==> src/db_cfg.svh <==
// Constants of the data break block transfer controller.
// Assumes inclusion by bare name; definitions only.
`ifndef DB_CFG_SVH
`define DB_CFG_SVH
// Word count location in field 0, even; current address sits one above
`define DB_COUNT_LOC 12'h030
`define DB_ADDR_BIT 12'h001
`define DB_FIELD0 3'h0
// Assigned priority line, 0 highest .. 11 lowest, 12 means no line
`define DB_PRIO_LINE 4'h3
`define DB_ONE 12'h001
`define DB_ZERO 12'h000
`define DB_ALL 12'hfff
`endif

==> src/db_pkg.sv <==
// Types shared by the data break block transfer controller.
// Assumes db_cfg.svh holds the numeric constants.
package db_pkg;
   typedef logic [11:0] db_word_t;
   typedef enum logic [2:0] {
      ST_IDLE,
      ST_ARB,
      ST_XFER1,
      ST_COUNT,
      ST_ADDR,
      ST_DATA
   } db_phase_e;
   typedef struct packed {
      db_phase_e phase;
      db_phase_e resume;
      logic granted;
      logic enable;
      logic flag;
      logic pend;
      logic ovf;
      logic dir;
      logic rvalid;
      db_word_t count;
      db_word_t cur_addr;
      db_word_t bar;
      db_word_t dreg;
      db_word_t rdata;
   } db_state_s;
endpackage : db_pkg

==> src/db_prio_chk.sv <==
// Break priority check on the shared data lines.
// Assumes data line n is carried on bit 11-n of the data word.
`timescale 1ns/100ps
`default_nettype none
`include "db_cfg.svh"
module db_prio_chk import db_pkg::*; (
   input wire logic [11:0] data_in_i,
   output logic higher_o,
   output logic [11:0] own_bit_o
);
   db_word_t above;

   always_comb begin
      above = `DB_ZERO;
      own_bit_o = `DB_ZERO;
      for (int i = 0; i < 12; i++) begin
         // Line 0 wins; a device with no line sees every line as higher
         above[11-i] = (i < int'(`DB_PRIO_LINE));
         own_bit_o[11-i] = (i == int'(`DB_PRIO_LINE));
      end
      higher_o = |(data_in_i & above);
   end
endmodule : db_prio_chk
`default_nettype wire

==> src/db_xfer_ctl.sv <==
// Device-side data break controller, single-cycle and three-cycle forms.
// Assumes bus strobes and set-up pulses come from logic on mclk_i.
`timescale 1ns/100ps
`default_nettype none
`include "db_cfg.svh"
module db_xfer_ctl import db_pkg::*; (
   input wire logic mclk_i,
   input wire logic reset_n_i,
   input wire logic mode_three_cycle_i,
   input wire logic [11:0] setup_data_i,
   input wire logic load_word_count_i,
   input wire logic load_current_address_i,
   input wire logic enable_set_i,
   input wire logic dir_to_mem_i,
   input wire logic flag_clear_i,
   input wire logic word_ready_i,
   input wire logic [11:0] dev_wdata_i,
   input wire logic fourth_time_state_i,
   input wire logic cycle_end_i,
   input wire logic [11:0] data_in_i,
   input wire logic [11:0] mem_sum_i,
   output logic [11:0] dev_rdata_o,
   output logic dev_rdata_valid_o,
   output logic break_req_o,
   output logic dma_state_o,
   output logic add_to_memory_op_o,
   output logic dir_to_mem_o,
   output logic [11:0] addr_o,
   output logic [2:0] field_o,
   output logic [11:0] data_out_o,
   output logic [11:0] data_oe_o,
   output logic enable_o,
   output logic flag_o,
   output logic [11:0] word_count_o,
   output logic [11:0] current_address_o
);
   db_state_s s;
   db_state_s next_s;
   logic higher;
   logic [11:0] own_bit;

   function automatic db_word_t inc_word(input db_word_t w);
      return w + `DB_ONE;
   endfunction : inc_word

   db_prio_chk u_prio (
      .data_in_i(data_in_i),
      .higher_o(higher),
      .own_bit_o(own_bit)
   );

   always_comb begin
      next_s = s;
      next_s.rvalid = 1'b0;
      if (flag_clear_i) begin
         next_s.flag = 1'b0;
      end
      if (load_word_count_i) begin
         next_s.count = setup_data_i;
      end
      if (load_current_address_i) begin
         next_s.cur_addr = setup_data_i;
      end
      if (enable_set_i) begin
         next_s.enable = 1'b1;
         next_s.ovf = 1'b0;
         next_s.dir = dir_to_mem_i;
      end
      unique case (s.phase)
         ST_IDLE: begin
            if (s.enable && s.pend) begin
               next_s.phase = ST_ARB;
               next_s.resume = mode_three_cycle_i ? ST_COUNT : ST_XFER1;
            end
         end
         ST_ARB: begin
            if (fourth_time_state_i && !higher) begin
               next_s.granted = 1'b1;
            end
            if (cycle_end_i) begin
               next_s.granted = 1'b0;
               // Lost arbitration simply retries in the following cycle
               if (s.granted || (fourth_time_state_i && !higher)) begin
                  next_s.phase = s.resume;
               end
            end
         end
         ST_XFER1: begin
            if (cycle_end_i) begin
               next_s.count = inc_word(s.count);
               next_s.cur_addr = inc_word(s.cur_addr);
               next_s.pend = 1'b0;
               next_s.rdata = s.dir ? s.rdata : data_in_i;
               next_s.rvalid = !s.dir;
               next_s.phase = ST_IDLE;
               if (inc_word(s.count) == `DB_ZERO) begin
                  next_s.enable = 1'b0;
                  next_s.flag = 1'b1;
               end
            end
         end
         ST_COUNT: begin
            if (cycle_end_i) begin
               next_s.ovf = (mem_sum_i == `DB_ZERO);
               next_s.resume = ST_ADDR;
               next_s.phase = higher ? ST_ARB : ST_ADDR;
            end
         end
         ST_ADDR: begin
            if (cycle_end_i) begin
               next_s.bar = mem_sum_i;
               next_s.resume = ST_DATA;
               next_s.phase = higher ? ST_ARB : ST_DATA;
            end
         end
         ST_DATA: begin
            if (cycle_end_i) begin
               next_s.pend = 1'b0;
               next_s.rdata = s.dir ? s.rdata : data_in_i;
               next_s.rvalid = !s.dir;
               next_s.phase = ST_IDLE;
               if (s.ovf) begin
                  next_s.enable = 1'b0;
                  next_s.flag = 1'b1;
                  next_s.ovf = 1'b0;
               end
            end
         end
      endcase
      // A new word wins over the clear of the one just moved
      if (word_ready_i) begin
         next_s.pend = 1'b1;
         next_s.dreg = dev_wdata_i;
      end
   end

   always_ff @(posedge mclk_i or negedge reset_n_i) begin
      if (!reset_n_i) begin
         s <= '0;
      end else begin
         s <= next_s;
      end
   end

   always_comb begin
      addr_o = `DB_ZERO;
      data_out_o = `DB_ZERO;
      data_oe_o = `DB_ZERO;
      unique case (s.phase)
         ST_IDLE: begin
         end
         ST_ARB: begin
            data_out_o = own_bit;
            data_oe_o = own_bit;
         end
         ST_XFER1: begin
            addr_o = inc_word(s.cur_addr);
            data_out_o = s.dir ? s.dreg : `DB_ZERO;
            data_oe_o = s.dir ? `DB_ALL : `DB_ZERO;
         end
         ST_COUNT: begin
            addr_o = `DB_COUNT_LOC;
            data_out_o = `DB_ONE;
            data_oe_o = `DB_ALL;
         end
         ST_ADDR: begin
            addr_o = `DB_COUNT_LOC | `DB_ADDR_BIT;
            data_out_o = `DB_ONE;
            data_oe_o = `DB_ALL;
         end
         ST_DATA: begin
            addr_o = s.bar;
            data_out_o = s.dir ? s.dreg : `DB_ZERO;
            data_oe_o = s.dir ? `DB_ALL : `DB_ZERO;
         end
      endcase
   end

   assign break_req_o = (s.phase == ST_ARB);
   assign dma_state_o = (s.phase == ST_XFER1) || (s.phase == ST_COUNT) ||
                        (s.phase == ST_ADDR) || (s.phase == ST_DATA);
   assign add_to_memory_op_o = (s.phase == ST_COUNT) || (s.phase == ST_ADDR);
   assign dir_to_mem_o = s.dir && ((s.phase == ST_XFER1) || (s.phase == ST_DATA));
   assign field_o = `DB_FIELD0;
   assign enable_o = s.enable;
   assign flag_o = s.flag;
   assign word_count_o = s.count;
   assign current_address_o = s.cur_addr;
   assign dev_rdata_o = s.rdata;
   assign dev_rdata_valid_o = s.rvalid;
endmodule : db_xfer_ctl
`default_nettype wire
==> config.mk <==
export PLATFORM = sky130hd
export DESIGN_NAME = db_xfer_ctl
export DESIGN_NICKNAME = d
export VERILOG_FILES = /design/src/db_pkg.sv /design/src/db_prio_chk.sv /design/src/db_xfer_ctl.sv
export VERILOG_INCLUDE_DIRS = /design/src
export SDC_FILE = /design/constraint.sdc
export NUM_CORES = 1
export LEC_CHECK = 0
export BUFFER_PORTS_ARGS = -buffer_cell sky130_fd_sc_hd__clkbuf_2
export CORE_MARGIN = 2
export CORE_UTILIZATION = 30
export DETAILED_ROUTE_END_ITERATION = 10
export HOLD_SLACK_MARGIN = 0.06
export PLACE_DENSITY = 0.63
export SLEW_MARGIN = 0
export SYNTH_ARGS = -nofsm -noshare
export SYNTH_HDL_FRONTEND = slang
export SYNTH_HIERARCHICAL = 1
export SYNTH_SLANG_ARGS = --single-unit
export TNS_END_PERCENT = 20
==> constraint.sdc <==
create_clock -name mclk_i -period 3.5 [get_ports mclk_i]
set_clock_uncertainty 0.15 [all_clocks]
set_input_delay 0.525 -clock mclk_i [delete_from_list [all_inputs] [get_ports mclk_i]]
set_output_delay 0.525 -clock mclk_i [all_outputs]
set_load 0.03 [all_outputs]
[After elaboration in Yosys (flattened, before gate mapping)]
Cells that the tools add are included.
W data, S select, Z words.
Storage, ports and cells
  register bits: 73
  input bits: 59
  output and inout port bits: 82
  word-level logic and storage cells: 92
Cells by class
  add/sub/neg operators: 2
  eq/ne operators: 13
  mux-type cells: 36
  bitwise logic cells: 1
  reductions and logical operators: 26
Operators with widths (number)
  $pmux W12 S3: 2
  $mux W12: 4
  $pmux W12 S4: 1
  $mux W25: 1
  $add A12 B1 Y12 const B: 2
  $logic_not A12 Y1: 2
  $mux W24: 1
  $mux W3: 6
  $mux W6: 3
  $pmux W3 S5: 1
  $mux W1: 9
  $pmux W3 S3: 1
  $ne A2 B2 Y1 const B: 4
  $eq A3 B2 Y1 const B: 2
  $eq A3 B3 Y1 const B: 2
  $logic_or A1 B1 Y1: 6
  $mux W2: 3
  $ne A3 B3 Y1 const B: 2
  $pmux W3 S2: 1
  $reduce_and A3 Y1: 2
  $reduce_and A6 Y1: 1
  $reduce_bool A3 Y1: 2
  $mux W4: 1
  $ne A2 B1 Y1 const B: 2
  11 further kinds: 17

[Depth between registers and ports, before layout]
  depth after elaboration: 7
  mapped depth: 8
  mapped depth without buffers: 7

[Modules after synthesis]
The synthesis kept the hierarchy.
By module, submodules not included
  db_xfer_ctl: times used 1, cells each 485, area each 4367.9 µm²
  db_prio_chk: times used 1, cells each 15, area each 103.8 µm²

[Worst setup path after synthesis]
OpenSTA, ideal clock, no wires.
  path kind: register to output
  from: register s (netlist bit current_address_o[0])
  to: output addr_o[8]
  data arrival time: 1.874 ns
  required time: 2.825 ns
  setup slack: 0.951 ns
  stages on the path, launching flop included: 7
  path buffers: 0
  cell sequence: dfrtp_1 > ha_1 > nand2_1 > nor2_1 > and4_1 > xnor2_1 > o21ai_0
Between the ends
  longest elaborated chain between the ends: 2
Ends and longest elaborated chain
  start, declared: line db_xfer_ctl.sv:37  | db_state_s s;
  start signal, assigned: line db_xfer_ctl.sv:141  | s <= next_s;
  $add A12 B1 Y12 (no source line)
  $pmux W12 S4: line db_xfer_ctl.sv:149  | unique case (s.phase)
  end, declared: line db_xfer_ctl.sv:28  | output logic [11:0] addr_o,
Every way passes these cells.

[Worst setup path after layout]
  from: register s[70] in the netlist's numbering
  to: output data_oe_o[10]
Between the ends
  longest elaborated chain between the ends: 3
  elaborated cells on any way between the ends: 8
  classes of those cells: eq/ne: 5; mux: 1; reduce/logical: 2
Ends and longest elaborated chain
  $eq A3 B2 Y1 or $eq A3 B3 Y1 (tied branches): line db_xfer_ctl.sv:149
  $reduce_or A2 Y1 (no source line)
  $pmux W12 S3 (*): line db_xfer_ctl.sv:149
  end, declared: line db_xfer_ctl.sv:31  | output logic [11:0] data_oe_o,
Mark *: on every way between the ends. The rest lies on a longest branch, timed or not.

==> PnR_summary.wiki <==
{| class="wikitable"
! Metric !! Value
|-
| Max Fanout on Critical Path || 12
|-
| Internal reg-to-reg setup slack || between 0.9 and 1 ns
|-
| Number of enable flip-flop cells after synthesis || 0
|-
| Post-Synthesis Cells || 500
|-
| Detailed placement HPWL || 8.80 mm
|-
| Main area contributors after synthesis || sky130_fd_sc_hd__dfrtp_1 (41%), sky130_fd_sc_hd__mux2_2 (9.6%), sky130_fd_sc_hd__buf_4 (8.7%)
|-
| Largest net degree at the start of global routing || 74
|-
| CTS HTree Levels || 3
|-
| Clock-pin transition on the worst setup and hold timing paths || ~0.060 ns
|-
| Signal arrival time at the worst endpoint || 2.48 ns
|-
| Ratio of cells with drive above 1 in the final layout || 0.356
|-
| Antenna violations before repair || 0
|-
| RSZ-0062 raised after global routing || no
|-
| IR Drop Worst-Case VDD || 0.512 mV
|-
| Nets@finish || ~660
|-
| Non-filler cells, final || between 700 and 800
|-
| Data required time at the worst endpoint || 2.82 ns
|-
| Detail Route met2 WL || ~5.5 mm
|-
| Sw Share || 0.411
|-
| Initial standard-cell utilization of the core || 0.308
|-
| Relative slew margins || 0.361
|-
| Highest attainable clock frequency || between 300 and 400 MHz
|-
| Placeable core region || 0.0145 mm^2
|-
| Placer's final routability congestion estimate || about 0.78
|-
| Logic gate share of total power || 0.389
|-
| Depth of the worst register-to-register path || 6
|-
| Fraction of synthesized cell area taken by the top area cell type || 0.409
|-
| Fraction of registers with async set/reset || 1.00
|-
| Number of global-route vias before repair || ~3800
|-
| Area of the multi-input gates || ~0.0022 mm^2
|-
| Worst-Skew Late Latency || ~0.35 ns
|-
| Setup-violating endpoint count in the final report || 0
|-
| Count of buffers from port buffering || approximately 140
|-
| Pre-antenna DRT Iters || 4
|-
| Count of pins on the block boundary || 141
|-
| Post-route ant nets || 0
|-
| Sw power || roughly 1.5 mW
|-
| Synth-to-layout area growth || 19.0%
|-
| Final worst-path cycle share || 0.902
|-
| Post-route cell area || 0.00532 mm^2
|-
| Kind of end point of the critical path || output port
|-
| Number of buffers created by CTS || 9
|-
| Slew @ Worst Pin || about 0.96 ns
|-
| Final Core Density || 0.366
|-
| Wl on met1 || between 5 and 6 mm
|-
| Placed standard-cell area || around 0.005 mm^2
|-
| Number of violations of the max-capacitance limit || 0
|-
| Sink count of the clock tree || 73
|-
| Total routed wirelength || 11.9 mm
|-
| Total standard cell area after synthesis || 0.00447 mm^2
|-
| Capture point of the worst reg-to-reg path || word_count_o[10]
|-
| First-pass GRT wire length || approximately 19 mm
|-
| Static Leakage || between 2 and 3 nW
|-
| Most instantiated cells after synthesis || sky130_fd_sc_hd__nand2_1 (87), sky130_fd_sc_hd__dfrtp_1 (73), sky130_fd_sc_hd__buf_4 (52), sky130_fd_sc_hd__nor2_1 (43), sky130_fd_sc_hd__mux2_2 (38)
|-
| Launch instance of the worst register-to-register path || s[72]
|-
| Die Y || roughly 130 um
|-
| Clock network fraction of design power || 0.292
|-
| Result of the run || complete, no violations
|-
| Final global-route overflow total || 0
|-
| Post-synth top flop || sky130_fd_sc_hd__dfrtp_1
|-
| Post-synthesis cell type count || 55
|-
| Register share of total power || 0.319
|-
| Yosys Warn Count || 6
|-
| Library cell with the largest summed area after synthesis || sky130_fd_sc_hd__dfrtp_1
|-
| Detail Route met3 WL || roughly 990 um
|-
| Type of origin of the critical path || flop
|-
| Maximum clock path buffer count || 2
|-
| Number of inserted diodes || 0
|-
| WS Path Type || reg2out
|-
| Min setup slack post-route || around 0.34 ns
|-
| Worst hold slack || 0.180 ns
|-
| PnR Total Power || around 3.5 mW
|-
| Detailed-route DRC error count || 0
|-
| Minimum clock period after layout || about 3.2 ns
|-
| Std-Cell Rows || 44
|-
| Detailed Route Iter0 Violations || about 200
|-
| Sum of negative setup slack || 0 ns
|-
| Number of synthesized register bits || 73
|-
| Number of fill cells in the layout || about 1600
|-
| Worst Hold Class || in2async
|-
| Number of pins with negative max-slew slack in the final report || 0
|-
| Seq/Total Area, Yosys || 0.409
|-
| Vias after detailed routing || between 3000 and 4000
|-
| DIE AREA || ~0.016 mm^2
|-
| Design internal power || between 2 and 2.5 mW
|-
| Hold buffer count at CTS || 0
|-
| Mapped Avg Cell Area || 8.94 um^2
|-
| Total GRT Usage || 0.154
|-
| Highest metal used || met4
|-
| Number of cells upsized or downsized after cts || 0
|-
| Power per cell area || approximately 660 mW/mm^2
|-
| Final hold viol count || 0
|-
| Most common cell in the netlist || sky130_fd_sc_hd__nand2_1
|-
| Placed cells || between 700 and 800
|-
| Clk Tree Root Cell || sky130_fd_sc_hd__clkbuf_16
|-
| Pre-CTS worst setup slack || around 0.64 ns
|-
| Wire length per cell after detailed routing || ~15 um
|-
| Width of the die || roughly 130 um
|-
| Clock tree from TritonCTS || built
|-
| Post-CTS Setup Inserts || 0
|-
| Storage cell area || about 0.0018 mm^2
|-
| Routed via count divided by cell count || a little under 5
|}
[cell type report]
cell class	count	area share
multi-input cells	357	0.405
clock buffers	10	0.0449
inverters	6	0.00423
well taps	184	0.0433
repair buffers	146	0.142
flip-flops and latches	73	0.343
clock inverters	6	0.0172
[placed cells by master (no fill, tap or decap), types with 4 or more instances in the layout]
master / n
sky130_fd_sc_hd__clkbuf_2: 136
sky130_fd_sc_hd__nand2_1: 87
sky130_fd_sc_hd__dfrtp_1: 73
sky130_fd_sc_hd__nor2_1: 43
sky130_fd_sc_hd__mux2_2: 38
sky130_fd_sc_hd__o21ai_0: 26
sky130_fd_sc_hd__a21oi_1: 22
sky130_fd_sc_hd__conb_1: 15
sky130_fd_sc_hd__nand3_1: 12
sky130_fd_sc_hd__nor2b_1: 10
sky130_fd_sc_hd__buf_4: 10
sky130_fd_sc_hd__clkbuf_16: 9
sky130_fd_sc_hd__o22ai_1: 7
sky130_fd_sc_hd__xnor2_1: 7
sky130_fd_sc_hd__nand4_1: 7
sky130_fd_sc_hd__xor2_1: 6
sky130_fd_sc_hd__nor4_1: 6
sky130_fd_sc_hd__nand2b_1: 5
sky130_fd_sc_hd__a211oi_1: 5
sky130_fd_sc_hd__inv_1: 5
sky130_fd_sc_hd__and2_1: 4
sky130_fd_sc_hd__o21a_1: 4
[cell families (layout without fill, tap and decap cells)]
family | Yosys count | count (layout) | share of synthesized area
AOI/OAI and AO/OA | 92 | 92 | 0.131
xor gates and xnor gates | 13 | 13 | 0.0255
adders and majority gates | 3 | 3 | 0.00839
buffers and inverters | 82 | 168 | 0.119
DFF | 73 | 73 | 0.409
muxes | 42 | 42 | 0.106
other | 3 | 15 | 0.00252
and+or+nand+nor | 192 | 192 | 0.199
[state kept, by name, indices dropped and copies added (netlist names)]
| register | flops |
|---|---|
| current_address_o | 12 |
| s | 34 |
| dev_rdata_o | 12 |
| enable_o | 1 |
| flag_o | 1 |
| dev_rdata_valid_o | 1 |
| word_count_o | 12 |
[worst max-delay path, stage by stage, from the launching register on]
cell and delay [ns]:
sky130_fd_sc_hd__dfrtp_1 0.46, sky130_fd_sc_hd__nor2b_1 0.19, sky130_fd_sc_hd__and2_1 0.28, sky130_fd_sc_hd__o21a_1 0.23
sky130_fd_sc_hd__nor2_1 0.64, sky130_fd_sc_hd__nand2_1 0.11, sky130_fd_sc_hd__clkbuf_2 0.22
[power by group through the flow]
stage                     sequential [mW]  clock [mW]  combinational (mW)
final                                1.13        1.03                1.37
after global routing                 1.15        1.09                1.49
after CTS                            1.13        1.06                1.39
after floorplan                      1.09           0                1.14
after global placement               1.14           0                1.38
after detailed placement             1.14           0                1.38
[worst max-delay path by stage]
stage / cells after the start / startpoint / end
detailed placement: 6 / s[70] / data_oe_o[11]
global route: 6 / s[70] / data_oe_o[6]
global placement: 6 / s[70] / data_oe_o[11]
finish: 6 / s[70] / data_oe_o[10]
CTS: 6 / s[70] / data_oe_o[10]
floorplan: 6 / current_address_o[0] / addr_o[8]
[metal layers]
layer / up-vias / track usage
li1: 1851 / -
met1: 1787 / 0.196
met2: 146 / 0.244
met3: 15 / 0.0599
met4: 0 / 0.0394
met5: - / 0
Power figures use the tool's default switching activity.
